**src/shared/alcr_consts.vh**
```
// Constants for the ambient light conversion readout block.
// Assumes a 250 MHz reference clock and a 7-bit I2C target address.
`ifndef ALCR_CONSTS_VH
`define ALCR_CONSTS_VH

// Bus addresses
`define ALCR_DEV_ADDR 7'h13
`define ALCR_REG_CFG 8'h84
`define ALCR_REG_RES_HI 8'h85
`define ALCR_REG_RES_LO 8'h86
`define ALCR_REG_AVG 8'h87
// Config fields
`define ALCR_CFG_CONT_BIT 7
`define ALCR_CFG_RST 8'h00
`define ALCR_AVG_RST 8'h00
`define ALCR_AVG_MAX 8'h07
// Timing, in ns and cycles of a 4 ns clock
`define ALCR_CLK_NS 4
`define ALCR_FRAME_NS 100000000
`define ALCR_CONV_NS 300000
`define ALCR_FRAME_CYC (`ALCR_FRAME_NS / `ALCR_CLK_NS)
`define ALCR_CONV_CYC (`ALCR_CONV_NS / `ALCR_CLK_NS)

`endif

```
**src/hw/alcr_top.v**
```verilog
// Ambient light conversion sequencer with I2C register readout.
// Assumes SCL/SDA pins asynchronous to REF_CLK, an ADC sample input valid each conversion end.
// Summary of operation
// - After addressing, a read address returns high result byte from that register.
// - A following read byte returns the low result byte at the next address.
// - Config bit 7 picks standard mode when 0, continuous conversion when 1.
// - Standard mode runs each measurement cycle inside a fixed 100 ms frame.
// - One conversion takes about 300 us; rest of standard frame is idle.
// - Result is average of a programmable conversion count, up to 128.
// - Standard mode publishes the averaged result only when the frame elapses.
// - Continuous mode starts each conversion right after the previous ends.
// - Register pointer advances after every read data byte.
// - Stop then start or repeated start both accepted between address and read.
`include "alcr_consts.vh"
`default_nettype none

module alcr_top #(
  parameter FRAME_CYC = `ALCR_FRAME_CYC,
  parameter CONV_CYC = `ALCR_CONV_CYC
) (
  // Clock and reset
  input wire REF_CLK,
  input wire NRST,
  // I2C pins
  input wire SCL_IN,
  input wire SDA_IN,
  output reg SDA_OUT,
  output reg SDA_OE,
  // Light sensor front end
  input wire [15:0] ADC_SAMPLE,
  output reg CONV_ACTIVE
);

  // ==========================================================
  // Reset release
  reg [1:0] rst_sync;
  wire rst_n = rst_sync[1];
  always @(posedge REF_CLK or negedge NRST) begin
    if (!NRST) rst_sync <= 2'b00;
    else rst_sync <= {rst_sync[0], 1'b1};
  end

  // ==========================================================
  // Pin synchronisers and edge detect
  reg [1:0] scl_s, sda_s;
  reg scl_d, sda_d;
  always @(posedge REF_CLK or negedge rst_n) begin
    if (!rst_n) begin
      scl_s <= 2'b11;
      sda_s <= 2'b11;
      scl_d <= 1'b1;
      sda_d <= 1'b1;
    end else begin
      scl_s <= {scl_s[0], SCL_IN};
      sda_s <= {sda_s[0], SDA_IN};
      scl_d <= scl_s[1];
      sda_d <= sda_s[1];
    end
  end
  wire scl = scl_s[1];
  wire sda = sda_s[1];
  wire scl_rise = scl & ~scl_d;
  wire scl_fall = ~scl & scl_d;
  wire start_c = scl & scl_d & sda_d & ~sda;
  wire stop_c = scl & scl_d & ~sda_d & sda;

  // ==========================================================
  // Registers
  reg [7:0] cfg, avg_sel, res_hi, res_lo, ptr;

  function [7:0] reg_read;
    input [7:0] a;
    begin
      case (a)
        `ALCR_REG_CFG: reg_read = cfg;
        `ALCR_REG_RES_HI: reg_read = res_hi;
        `ALCR_REG_RES_LO: reg_read = res_lo;
        `ALCR_REG_AVG: reg_read = avg_sel;
        default: reg_read = 8'h00;
      endcase
    end
  endfunction

  // ==========================================================
  // I2C target
  localparam S_IDLE = 3'h0;
  localparam S_ADDR = 3'h1;
  localparam S_AACK = 3'h2;
  localparam S_WBYTE = 3'h3;
  localparam S_WACK = 3'h4;
  localparam S_RBYTE = 3'h5;
  localparam S_RACK = 3'h6;
  reg [2:0] st;
  reg [3:0] bitc;
  reg [7:0] sh;
  reg rd, first_w;
  always @(posedge REF_CLK or negedge rst_n) begin
    if (!rst_n) begin
      st <= S_IDLE;
      bitc <= 4'h0;
      sh <= 8'h00;
      rd <= 1'b0;
      first_w <= 1'b0;
      ptr <= 8'h00;
      cfg <= `ALCR_CFG_RST;
      avg_sel <= `ALCR_AVG_RST;
      SDA_OUT <= 1'b1;
      SDA_OE <= 1'b0;
    end else if (start_c) begin
      st <= S_ADDR;
      bitc <= 4'h0;
      SDA_OE <= 1'b0;
    end else if (stop_c) begin
      st <= S_IDLE;
      SDA_OE <= 1'b0;
    end else begin
      case (st)
        S_IDLE: SDA_OE <= 1'b0;
        S_ADDR: begin
          if (scl_rise) begin
            sh <= {sh[6:0], sda};
            bitc <= bitc + 4'h1;
          end
          if (scl_fall && bitc == 4'h8) begin
            if (sh[7:1] == `ALCR_DEV_ADDR) begin
              rd <= sh[0];
              first_w <= 1'b1;
              SDA_OUT <= 1'b0;
              SDA_OE <= 1'b1;
              st <= S_AACK;
            end else begin
              st <= S_IDLE;
            end
          end
        end
        S_AACK, S_WACK: begin
          if (scl_fall) begin
            bitc <= 4'h0;
            if (rd) begin
              sh <= reg_read(ptr);
              SDA_OUT <= reg_read(ptr) >> 7 == 8'h01;
              SDA_OE <= 1'b1;
              st <= S_RBYTE;
            end else begin
              SDA_OE <= 1'b0;
              st <= S_WBYTE;
            end
          end
        end
        S_WBYTE: begin
          if (scl_rise) begin
            sh <= {sh[6:0], sda};
            bitc <= bitc + 4'h1;
          end
          if (scl_fall && bitc == 4'h8) begin
            if (first_w) begin
              ptr <= sh;
              first_w <= 1'b0;
            end else begin
              if (ptr == `ALCR_REG_CFG) cfg <= sh;
              if (ptr == `ALCR_REG_AVG) avg_sel <= sh;
              ptr <= ptr + 8'h01;
            end
            SDA_OUT <= 1'b0;
            SDA_OE <= 1'b1;
            st <= S_WACK;
          end
        end
        S_RBYTE: begin
          if (scl_rise) bitc <= bitc + 4'h1;
          if (scl_fall) begin
            if (bitc == 4'h8) begin
              SDA_OE <= 1'b0;
              ptr <= ptr + 8'h01;
              st <= S_RACK;
            end else begin
              sh <= {sh[6:0], 1'b0};
              SDA_OUT <= sh[6];
            end
          end
        end
        S_RACK: begin
          if (scl_rise) begin
            if (sda) st <= S_IDLE;
            else st <= S_AACK;
          end
        end
        default: st <= S_IDLE;
      endcase
    end
  end

  // ==========================================================
  // Conversion sequencer
  reg [24:0] frame_cnt;
  reg [16:0] conv_cnt;
  reg [7:0] done_n;
  reg [22:0] acc;
  reg frame_busy;
  reg cont_d;
  wire cont = cfg[`ALCR_CFG_CONT_BIT];
  wire [2:0] avg_log = (avg_sel > `ALCR_AVG_MAX) ? 3'h7 : avg_sel[2:0];
  wire [7:0] avg_n = 8'h01 << avg_log;
  wire conv_end = CONV_ACTIVE && conv_cnt == CONV_CYC - 1;
  wire last = done_n + 8'h01 == avg_n;
  wire [22:0] sum = acc + {7'h00, ADC_SAMPLE};
  wire [22:0] mean = sum >> avg_log;
  wire [22:0] acc_mean = acc >> avg_log;
  always @(posedge REF_CLK or negedge rst_n) begin
    if (!rst_n) begin
      frame_cnt <= 25'h000_0000;
      conv_cnt <= 17'h0_0000;
      done_n <= 8'h00;
      acc <= 23'h00_0000;
      frame_busy <= 1'b0;
      cont_d <= 1'b0;
      CONV_ACTIVE <= 1'b0;
      res_hi <= 8'h00;
      res_lo <= 8'h00;
    end else begin
      conv_cnt <= CONV_ACTIVE && !conv_end ? conv_cnt + 17'h0_0001 : 17'h0_0000;
      cont_d <= cont;
      if (cont) begin
        frame_cnt <= 25'h000_0000;
        frame_busy <= 1'b0;
        CONV_ACTIVE <= 1'b1;
        if (!cont_d) begin
          // Fresh average on mode entry, no stale count
          conv_cnt <= 17'h0_0000;
          acc <= 23'h00_0000;
          done_n <= 8'h00;
        end else if (conv_end) begin
          if (last) begin
            {res_hi, res_lo} <= mean[15:0];
            acc <= 23'h00_0000;
            done_n <= 8'h00;
          end else begin
            acc <= sum;
            done_n <= done_n + 8'h01;
          end
        end
      end else begin
        frame_cnt <= frame_cnt == FRAME_CYC - 1 ? 25'h000_0000 : frame_cnt + 25'h000_0001;
        if (frame_cnt == 25'h000_0000) begin
          frame_busy <= 1'b1;
          CONV_ACTIVE <= 1'b1;
          conv_cnt <= 17'h0_0000;
          acc <= 23'h00_0000;
          done_n <= 8'h00;
        end else if (conv_end && frame_busy) begin
          acc <= sum;
          done_n <= done_n + 8'h01;
          if (last) begin
            frame_busy <= 1'b0;
            CONV_ACTIVE <= 1'b0;
          end
        end
        if (frame_cnt == FRAME_CYC - 1) begin
          {res_hi, res_lo} <= acc_mean[15:0];
        end
      end
    end
  end

endmodule

`default_nettype wire

```
**config.mk**
```make
export PLATFORM = sky130hd
export DESIGN_NAME = alcr_top
export DESIGN_NICKNAME = d
export VERILOG_FILES = /design/src/hw/alcr_top.v
export VERILOG_INCLUDE_DIRS = /design/src /design/src/shared
export SDC_FILE = /design/constraint.sdc
export NUM_CORES = 1
export LEC_CHECK = 0
export BUFFER_PORTS_ARGS = -buffer_cell sky130_fd_sc_hd__buf_4
export CORE_ASPECT_RATIO = 1.1
export CORE_MARGIN = 1.5
export CORE_UTILIZATION = 40
export DETAILED_ROUTE_END_ITERATION = 8
export PLACE_DENSITY = 0.63
export SLEW_MARGIN = 20
export SYNTH_ARGS = -nofsm -noshare
export SYNTH_HDL_FRONTEND = slang
export SYNTH_SLANG_ARGS = --single-unit
```
**constraint.sdc**
```tcl
create_clock -name REF_CLK -period 6.6 [get_ports REF_CLK]
set_input_delay 0.66 -clock REF_CLK [delete_from_list [all_inputs] [get_ports REF_CLK]]
set_output_delay 0.66 -clock REF_CLK [all_outputs]
set_load 0.01 [all_outputs]
```
; Word-level counts from Yosys, hierarchy flattened
; Index checks and enable logic that the tools add are counted.
; Widths: inputs -> output; s select.
[op_classes]
add_sub_neg = 6
order_cmp = 1
eq_ne = 39
shifts = 3
muxes = 82
n_bitwise = 14
n_reduce_logical = 32
[ops]
columns = op, n
row1 = $mux 8, 25
row2 = $mux 23, 6
row3 = $mux 17, 4
row4 = $mux 25, 2
row5 = $shr 23x3->16, 2
row6 = $eq 8x8->1 const B, 4
row7 = $pmux 8 s4, 1
row8 = $mux 3, 10
row9 = $ne 4x4->1 const B, 7
row10 = $add 25x1->25 const B, 1
row11 = $eq 25x25->1 const B, 1
row12 = $logic_not 25->1, 1
row13 = $pmux 8 s3, 1
row14 = $reduce_and 6->1, 4
row15 = $add 23x16->23, 1
row16 = $mux 1, 21
row17 = $ne 2x2->1 const B, 9
row18 = $pmux 3 s6, 1
row19 = $add 17x1->17 const B, 1
row20 = $eq 17x17->1 const B, 1
row21 = $add 8x1->8 const B, 2
row22 = $mux 4, 4
row23 = $pmux 8 s2, 1
row24 = $reduce_and 7->1, 2
row25 = other kinds (34), 65
[word_totals]
ff_bits = 143
inputBits = 20
output_inout_bits = 3
elab_cells = 201

; Longest topological paths before layout
; Gate-level depths: netlist of run 1.
[depth]
word_depth = 8
mapped_depth = 12

; Worst setup path after synthesis of run 1
; No wires, ideal clock.
[synth_path]
kind = input port to flip-flop
start = input ADC_SAMPLE[0]
end = register res_lo[3]
setup_time_ns = 0.125
t_arrival_ns = 3.238
slack_ns = 3.237
stages = 9
path_buffers = 0
cell_sequence = ha_1 -> fa_1 -> a21oi_1 -> o211ai_1 -> o311ai_0 -> a2bb2oi_1 -> o221ai_1 -> mux4_2 -> mux2_2
[synth_between]
elab_chain_len = 6
[synth_rtl]
columns = item, line_no
row1 = from (decl), alcr_top.v:30  ; input wire [15:0] ADC_SAMPLE,
row2 = $add 23x16->23, alcr_top.v:206  ; wire [22:0] sum = acc + {7'h00, ADC_SAMPLE};
row3 = $shr 23x3->16, alcr_top.v:207  ; wire [22:0] mean = sum >> avg_log;
row4 = $mux 8, alcr_top.v:233  ; if (last) begin
row5 = $mux 8, alcr_top.v:232  ; end else if (conv_end) begin
row6 = $mux 8, alcr_top.v:227  ; if (!cont_d) begin
row7 = $mux 8, alcr_top.v:223  ; if (cont) begin
row8 = to (signal assigned), alcr_top.v:234  ; {res_hi, res_lo} <= mean[15:0];
row9 = to (signal assigned), alcr_top.v:259  ; {res_hi, res_lo} <= acc_mean[15:0];
row10 = to (decl), alcr_top.v:69  ; reg [7:0] cfg, avg_sel, res_hi, res_lo, ptr;
; No other way between the ends. The select of a mux whose other input is x is not followed.
; A chain may end at the register's enable or synchronous reset.

; Worst setup path in the final report of run 1
[layout_path]
start = register avg_sel[7]
end = register acc[4]
[layout_between]
elab_chain_len = 8
[layout_rtl]
columns = item, line_no
row1 = from (decl), alcr_top.v:69
row2 = from (signal assigned), alcr_top.v:106  ; avg_sel <= `ALCR_AVG_RST;
row3 = from (signal assigned), alcr_top.v:161  ; if (ptr == `ALCR_REG_AVG) avg_sel <= sh;
row4 = $gt 8x3->1 (no line), n/a
row5 = $mux 3, alcr_top.v:202  ; wire [2:0] avg_log = (avg_sel > `ALCR_AVG_MAX) ? 3'h7 : avg_sel[2:0];
row6 = $shl 1x3->8, alcr_top.v:203  ; wire [7:0] avg_n = 8'h01 << avg_log;
row7 = $eq 8x8->1, alcr_top.v:205  ; wire last = done_n + 8'h01 == avg_n;
row8 = $mux 23, alcr_top.v:233
row9 = $mux 23, alcr_top.v:232
row10 = $mux 23, alcr_top.v:227
row11 = $mux 23, alcr_top.v:223
row12 = to (signal assigned), alcr_top.v:238  ; acc <= sum;
row13 = to (signal assigned), alcr_top.v:251  ; acc <= sum;
row14 = to (decl), alcr_top.v:198  ; reg [22:0] acc;
; No other way between the ends. The select of a mux whose other input is x is not followed.

==> metrics, run 1 <==
status=finished, final reports clean; drt via density=5.96; n_diodes=0; core area=23800 sq um; vias in the first global route=approximately 8300; Place WS=approximately 2.5 ns; layout cells sized above 1=10.6%; Comb pwr share=12.4%; DIE WIDTH=152 um; first-pass GRT wire length=43.3 mm; synthesized flop and latch total=143; Crit. Startpoint=avg_sel[7]; die area=25500 sq um; antenna violations before repair=0; Lkg Pwr=4.65 nW; mapped cell area=9800 sq um; Post-Syn Nets=1200; Clock Pin Slew Worst Setup and Hold Paths=around 0.070 ns; Fmax achieved=roughly 240 MHz; Critical Setup Path Class=flip-flop to flip-flop; MaxCap Viol Count=0; Port Buffer Count=22; Yosys warning total=0; Routed WL per cell=17.6 um; Critical Path RT=6.91 ns; Tmin final=between 4 and 5 ns; gpl congestion=0.890; RSZ-0062 raised after global routing=no; Post CTS Setup Buffer Count=0; final hold violation count=0; Worst Setup Slack, final=2.49 ns; FFs w/ async S/R, synth=100%; clock latency on the worst-skew pair=0.43 ns; internal power=~1.6 mW; Seq pwr share=43.3%; Slew @ Worst Pin=1.12 ns; GRT busiest layer=met2; Post-synth top cells=nand2_1, dfrtp_1, nor2_1; Setup-failing EPs final=0; Num CTS Buffers=17; Area contributors post-synth=dfrtp_1, nand2_1, mux2i_1; met3 Track Usage GR=~2.8%; DR pass1 iterations=5; top_reg_cell synth=dfrtp_1; Slew HR=24.0%; IO Pins=23; Starting Density=41.1%; reg2reg start=avg_sel[7]; syn avg cell area=8.50 sq um; Post-CTS Resized=0; Seq/Total Area, Yosys=between 30% and 40%; Sw Ratio=29.6%; chip height=167 um; H-tree depth=4; DP Wirelength=18.3 mm; Crit. End Element=flip-flop; Core Rows=59; Clock Skews=0.0103 ns; Clk pwr share=44.3%; WP data arrival=4.41 ns; largest net degree at the start of global routing=74; top fanout value on the critical path=25; Yosys top cell by area=dfrtp_1; Synth top area share=34.7%; CTS tree=done; fin crit share=62.2%; final slew viol count=0; Netlist cell types=between 70 and 80; clock buffer depth=2; nets@finish=1182; PwrDens=214 nW/um^2; grt ovf=0; Area Growth Syn to Fin=10.0%; DRC violations left=0; Total Routing Usage GR=20.7%; met1 global-route usage=27.9%; HP Class=primary input to flip-flop; Final ANT Viol Nets=0; CTS Sinks=143; cts hold-fix bufs=1; worst IR drop on VDD=137 uV; Worst Hold Launch=SCL_IN; drt total wl=25.6 mm; Psw=0.683 mW; vias=8654; setup TNS=0 ns; number of synthesized flops with an enable pin=0; First DRT Iteration DRCs=761; Post-Syn Instances=1153; most frequent cell after synthesis=nand2_1; Clock Root Buffer=clkbuf_16; met2 usage=34.8%; Worst Setup Start Kind=flip-flop
-- cell type report --
type                       instances  area [sq um]
multi-input combinational        908          5820
tap                              305           382
fill                            2367         13100
clock inverter                    15           198
sequential                       143          3590
inverter                          31           116
timing repair buffer              34           258
clock buffer                      17           425
-- path summary, 6_finish.rpt --
kind / to / slack [ns] / cells after the start
worst max-delay path: acc[4] / 2.49 / 8
worst min-delay path: scl_s[0] / 0.33 / 1
worst max register to register: acc[4] / 2.49 / 8
worst min register to register: rst_sync[1] / 0.35 / 0
max in group asynchronous: res_lo[3] / 4.65 / 1
min in group asynchronous: acc[3] / 0.47 / 0
-- power by group through the flow --
stage                     sequential [mW]  combinational (mW)  clock, mW
after floorplan                     0.991               0.216          0
after global placement               1.02               0.281          0
after detailed placement             1.02               0.285          0
after CTS                           0.999               0.287       1.04
after global routing                 1.01               0.329       1.08
final                               0.998               0.286       1.02
-- per-layer routing --
metal	vias to the layer above	wire [um]
li1	4175	-
met1	4232	11900
met2	214	12300
met3	33	979
met4	0	403
met5	-	0
-- state kept, by name, indices dropped and copies added, names as in the netlist, 4 cells and up --
| register | count |
|---|---|
| conv_cnt | 17 |
| frame_cnt | 25 |
| cfg | 8 |
| sh | 8 |
| res_lo | 8 |
| avg_sel | 8 |
| bitc | 4 |
| acc | 23 |
| res_hi | 8 |
| done_n | 8 |
| ptr | 8 |
-- critical path, cell delays in order (launching register included) --
cell and delay [ns]:
dfrtp_1 0.61, or3_1 0.82, nand2_1 0.48, or4_1 0.61, o211a_1 0.19, o311a_1 0.48, nor2_1 0.31, buf_4 0.32
o21ai_0 0.14
-- stage by stage --
step | power, mW | utilization (%) | area, sq um | hold slack [ns] | std cells
finish | 2.31 | 45.2 | 10800 | 0.333 | 1453
global route | 2.42 | 45.2 | 10800 | 0.316 | 1453
CTS | 2.32 | 45.2 | 10800 | 0.319 | 1453
detailed placement | 1.30 | 42.6 | 10200 | 0.335 | 1420
global placement | 1.30 | 42.6 | 10200 | 0.337 | 1420
floorplan | 1.21 | - | 9800 | 0.331 | 1153
-- cells by family (layout without fill, tap and decap cells) --
kind of cell | Yosys count | after routing | synth area share, %
AO/OA/AOI/OAI | 298 | 298 | 20.1
XOR/XNOR | 61 | 61 | 5.45
adder cells (fa/ha/maj) | 27 | 27 | 3.52
buffers and inverters | 102 | 97 | 4.17
flip-flops | 143 | 143 | 36.6
multiplexers | 74 | 74 | 8.31
other | 1 | 1 | 0.0383
AND/OR/NAND/NOR | 447 | 447 | 21.8
-- placed cells by master, fill, tap and decap left out, types with 9 or more instances in the layout --
master | netlist | final
ha_1 | 26 | 26
buf_4 | 1 | 33
o211ai_1 | 10 | 10
and3_1 | 16 | 16
nand3_1 | 43 | 43
a31oi_1 | 9 | 9
dfrtp_1 | 136 | 135
xor2_1 | 29 | 29
o21ai_0 | 68 | 68
o31ai_1 | 26 | 26
a21oi_1 | 67 | 67
nand2_1 | 151 | 151
nor2_1 | 110 | 110
a22o_1 | 11 | 11
and2_1 | 14 | 14
or3_1 | 12 | 12
nor2b_1 | 9 | 9
o22ai_1 | 18 | 18
clkbuf_16 | 0 | 17
mux2_2 | 29 | 29
a221oi_1 | 12 | 12
xnor2_1 | 32 | 32
nor4_1 | 14 | 14
nor3_1 | 27 | 26
a211oi_1 | 13 | 13
nand4_1 | 17 | 17
inv_1 | 30 | 30
mux2i_1 | 42 | 42
(Power assumes the default switching activity.)
==> run 2, diff against run 1 <==
PLACE_DENSITY = 0.65   (was 0.63)
clock period = 3.7 ns   (was 6.6 ns; I/O delays follow)
==> run 2 against run 1 <==
Against the previous run:
- via count decreased by 0.74%
- utilization increased by 0.55 points
- setup slack got worse by 2.2 ns
- count of clock-buffer cells in the layout increased by 2
- critical path depth unchanged
- hold slack got worse by 0.28 ns
- clock skew increased by 0.0036 ns
- sequential share of layout area decreased by 0.40 points
- final cell count increased by 1.5%
- die area unchanged
- register-to-register slack got worse by 2.2 ns
- critical endpoint is now res_lo[3]
- largest cell class unchanged
==> metrics, run 2 (synthesis results as in run 1) <==
Post CTS Setup Buffer Count=0; Clock Skews=0.0138 ns; Crit. End Element=flip-flop; vias in the first global route=roughly 8300; clock buffer depth=2; Critical Setup Path Class=flip-flop to flip-flop; Num CTS Buffers=17; Tmin final=between 3 and 4 ns; largest net degree at the start of global routing=63; CP Cell Sequence=or4_4, or3_1, a2111oi_0, a31o_2, o21ai_2, or4_4, nand2_1, mux2_2; CTS tree=done; most used cell, CP=or4_4; Area Growth Syn to Fin=11.4%; Clock Root Buffer=clkbuf_16; MaxCap Viol Count=0; die area=25500 sq um; fin crit share=~90%; final slew viol count=0; Worst Hold Launch=SCL_IN; worst IR drop on VDD=roughly 270 uV; vias=8590; DIE WIDTH=152 um; DP Wirelength=18.9 mm; gpl congestion=roughly 0.96; max reg flops=25; Critical Path RT=~4.0 ns; Fill cells=approximately 2300; Crit. Startpoint=avg_sel[6]; most frequent cells in the layout=nand2_1, dfrtp_1, nor2_1; crit path buf inv count=0; PwrDens=approximately 370 nW/um^2; top fanout value on the critical path=12; Port Buffer Count=22; antenna violations before repair=0; met2 usage=between 30% and 40%; Crit path largest cell delay=0.63 ns; Clock Pin Slew Worst Setup and Hold Paths=0.06 ns; drt total wl=25.6 mm; reg2reg start=avg_sel[6]; Setup-failing EPs final=0; most common cell after layout, fill and taps aside=nand2_1; Routed WL per cell=~17 um; CTS Sinks=143; Lkg Pwr=approximately 4.7 nW; grt ovf=0; nets@finish=1205; met1 global-route usage=28.6%; DR pass1 iterations=5; H-tree depth=4; GRT busiest layer=met2; n_diodes=0; HP Class=primary input to flip-flop; WP data arrival=about 3.7 ns; IO Pins=23; Overall Power=3.99 mW; Slew @ Worst Pin=0.918 ns; first-pass GRT wire length=about 43 mm; Fmax achieved=291 MHz; Regs by FF count=frame_cnt (25), acc (23), conv_cnt (17); drt via density=5.82; chip height=167 um; final hold violation count=0; Starting Density=41.1%; Final ANT Viol Nets=0; Largest Register=frame_cnt; DRC violations left=0; Slew HR=about two fifths; status=finished, final reports clean; Top Family by Delay on Critical Path=simple AND/OR/NAND/NOR gates; clock latency on the worst-skew pair=0.43 ns; Core Rows=59; layout cells sized above 1=12.2%; Total Routing Usage GR=about a fifth; Max stage delay cell, worst path=or4_4; Worst Setup Start Kind=flip-flop; RSZ-0062 raised after global routing=no; First DRT Iteration DRCs=around 580; met3 Track Usage GR=2.64%; setup TNS=0 ns; core area=23800 sq um
-- run 2: per-layer routing --
| layer | wire length [um] | share of wire (%) |
|---|---|---|
| met4 | 327 | 1.3 |
| met5 | 0 | 0 |
| met2 | 12100 | 47 |
| met3 | 1090 | 4.2 |
| met1 | 12100 | 47 |
-- run 2: cell type report --
| cell class | instances | area (sq um) | area share (%) |
|---|---|---|---|
| clock buffer | 19 | 443 | 4.06 |
| clock inverter | 12 | 125 | 1.15 |
| inverter | 31 | 116 | 1.07 |
| multi-input combinational | 908 | 5820 | 53.3 |
| sequential | 143 | 3590 | 32.9 |
| tap | 305 | 382 | 3.50 |
| timing repair buffer | 57 | 443 | 4.06 |
-- run 2: final timing paths --
| check | to | slack [ns] | cells after the start |
|---|---|---|---|
| worst min-delay path | scl_s[0] | 0.05 | 1 |
| worst max register to register | res_lo[3] | 0.27 | 8 |
| worst min register to register | scl_s[1] | 0.35 | 0 |
| max in group asynchronous | scl_d | 2.40 | 1 |
| min in group asynchronous | rst_sync[1] | 0.26 | 2 |
| worst max-delay path | res_lo[3] | 0.27 | 8 |
-- run 2: what timing repair did --
action | CTS | global route
hold buffers | 1 | 0
hold endpoints to repair | 2 | 0
resized for setup | 0 | 0
-- run 2: metrics by stage --
step                hold WS (ns)  instance area, sq um  std cells  utilization (%)  setup WS [ns]
CTS                       0.0391                 10900       1475             45.8          0.284
detailed placement         0.154                 10300       1443             43.4          0.229
floorplan                 0.0744                  9800       1153                -          0.479
global route              0.0347                 10900       1475             45.8         0.0198
finish                    0.0510                 10900       1475             45.8          0.268
global placement           0.153                 10300       1443             43.4          0.317
-- run 2: worst register-to-register path: cells and delay by family (launching register included) --
| family | cells | cell delay, ns |
|---|---|---|
| muxes | 1 | 0.36 |
| and+or+nand+nor | 4 | 1.86 |
| AOI/OAI and AO/OA | 3 | 0.70 |
| DFF | 1 | 0.39 |
-- run 2: power by group --
part / internal, mW / switching, mW
registers: 1.65 / 0.134
clock network: 0.957 / 0.727
logic: 0.220 / 0.304
total: 2.82 / 1.17
==> run 3, diff against run 2 <==
ABC_AREA = 1   (was default)
REMOVE_ABC_BUFFERS = 1   (was default)
==> run 3 against run 2 <==
Against the previous run:
- non-clock buffer count shrank 21
- sequential cell count stayed put
- register-to-register slack improved by 0.64 ns
- via count is 15% higher
- hold slack got worse by 0.013 ns
- sequential share of layout area decreased by 0.79 points
- combinational power grew 46%
- die area rose by 3.3%
- global-route usage increased by 0.72 points
- count of clock-buffer cells in the layout is 1 lower
- first-iteration DRC count grew 20%
- critical path type unchanged
- largest cell class unchanged
==> metrics, run 3 <==
status=finished, final reports clean; Seq/Total Area, Yosys=35.4%; Comb pwr share=18.0%; CTS tree=done; CTS Sinks=143; nets@finish=1567; Lkg Pwr=between 5 and 6 nW; Post-synth top cells=nand2_1, inv_1, nand3_1; Num CTS Buffers=17; Starting Density=41.0%; max reg flops=25; Yosys warning total=0; Overall Power=4.26 mW; MaxCap Viol Count=0; DP Wirelength=between 20 and 25 mm; antenna violations before repair=0; drt total wl=27.2 mm; mapped cell area=just over 10000 sq um; RSZ-0062 raised after global routing=no; number of synthesized flops with an enable pin=0; vias in the first global route=9326; vias=9847; internal power=2.90 mW; PwrDens=between 300 and 400 nW/um^2; synthesized flop and latch total=143; syn avg cell area=6.71 sq um; multi-input combinational cell area=5650 sq um; largest net degree at the start of global routing=63; clock latency on the worst-skew pair=about 0.44 ns; Crit. End Element=flip-flop; Seq pwr share=around two fifths; final hold violation count=0; most frequent cells in the layout=nand2_1, inv_1, nand3_1; Placement Cell Area=10600 sq um; worst IR drop on VDD=292 uV; Setup-failing EPs final=0; Critical Setup Path Class=flip-flop to flip-flop; First DRT Iteration DRCs=689; core area=~25000 sq um; Tmin final=2.79 ns; Netlist cell types=between 50 and 60; first-pass GRT wire length=45.4 mm; CP Cell Sequence=nor2_4, nand4_4, nor2_2, buf_4, nand2_1, nand2_1, nand2_1, nand3_1, nor2_2, and2_1, nand2_2, nand3_2, o21ai_1; Sw Ratio=about a third; Area contributors post-synth=dfrtp_1, nand2_1, nand3_1; top_reg_cell synth=dfrtp_1; Area Growth Syn to Fin=10.4%; H-tree depth=4; most frequent cell after synthesis=nand2_1; n_diodes=0; grt ovf=0; Slew @ Worst Pin=roughly 0.85 ns; Core Rows=60; Clock Skews=0.00839 ns; DRC violations left=0; FFs w/ async S/R, synth=100%; Fmax achieved=approximately 360 MHz; die area=roughly 26000 sq um; Largest Register=frame_cnt; Clock Root Buffer=clkbuf_16; final slew viol count=0; Regs by FF count=frame_cnt (25), acc (23), conv_cnt (17); chip height=170 um; fin crit share=75.5%; Crit path largest cell delay=0.48 ns; layout cells sized above 1=7.96%; Clk pwr share=40.7%; HP Class=primary input to flip-flop; most used cell, CP=nand2_1; Port Buffer Count=22; Routed WL per cell=14.8 um; Post-Syn Instances=1510; Reg area=3590 sq um; Critical Path RT=between 4 and 5 ns; Finished Cell Area=11200 sq um; WP data arrival=3.14 ns; Worst Setup Start Kind=flip-flop; Top Family by Delay on Critical Path=simple AND/OR/NAND/NOR gates; Final ANT Viol Nets=0; Psw=1.37 mW; Max stage delay cell, worst path=nand3_2; Total Routing Usage GR=between 20% and 30%; DR pass1 iterations=5; final core utilization=45.3%; crit path buf inv count=1; drt via density=about 5.3; Slew HR=43.2%; IO Pins=23; clock buffer depth=2; DIE WIDTH=155 um; Synth top area share=33.6%; Clock Pin Slew Worst Setup and Hold Paths=about 0.07 ns; Place WS=0.909 ns; Yosys top cell by area=dfrtp_1; Worst Setup Slack, final=0.905 ns; gpl congestion=0.929; most common cell after layout, fill and taps aside=nand2_1; top fanout value on the critical path=37; Fill cells=2545
## run 3: layout make-up
type                       instances  area share (%)
tap                              310            3.47
inverter                         184            6.17
clock buffer                      18            3.93
timing repair buffer              36            2.55
multi-input combinational       1138            50.5
clock inverter                    14            1.32
sequential                       143            32.1
## run 3: per-stage QoR
step                      hold slack (ns)  instances  TNS, ns
final                              0.0380       1843        0
after global placement              0.153       1810        0
after global routing               0.0231       1843        0
after detailed placement            0.156       1810        0
after floorplan                    0.0744       1465   -79.55
after CTS                          0.0281       1843        0
## run 3: final timing paths
kind                       slack (ns)        start  depth (start not counted)     endpoint
hold / removal                   0.04       SCL_IN                          1     scl_s[0]
setup reg to reg                 0.91   avg_sel[5]                         13    done_n[1]
min in group asynchronous        0.26         NRST                          2  rst_sync[0]
hold reg to reg                  0.36     sda_s[0]                          0     sda_s[1]
max in group asynchronous        2.37  rst_sync[1]                          1      acc[12]
setup / recovery                 0.91   avg_sel[5]                         13    done_n[1]
## run 3: cells by family (layout without fill, tap and decap cells)
logic type / after synthesis / after routing / synth area share, %
simple gates: 843 / 843 / 36.4
compound gates: 247 / 247 / 14.1
buf+inv: 229 / 252 / 8.92
flops: 143 / 143 / 35.4
fa+ha+maj: 27 / 27 / 3.41
xor+xnor: 20 / 20 / 1.73
other cells: 1 / 1 / 0.0370
## run 3: layer usage
metal	up-vias	routed length [um]	global-route usage [%]	part of all wire [%]
met2	180	13000	36.8	48
li1	5002	-	-	-
met1	4615	12500	27.4	46
met3	50	944	3.03	3.5
met4	0	686	7.94	2.5
met5	-	0	0	0
## run 3: timing repair
item / 4_1_cts / 5_1_grt
gates resized for setup: 0 / 0
buffers inserted: 0 / 0
hold buffers: 1 / 0
hold endpoints to repair: 2 / 0
## run 3: power by group through the flow
stage | combinational, mW | sequential (mW) | clock (mW)
finish | 0.766 | 1.76 | 1.73
global route | 0.868 | 1.78 | 1.83
CTS | 0.771 | 1.76 | 1.76
detailed placement | 0.763 | 1.79 | 0
global placement | 0.754 | 1.79 | 0
floorplan | 0.537 | 1.78 | 0
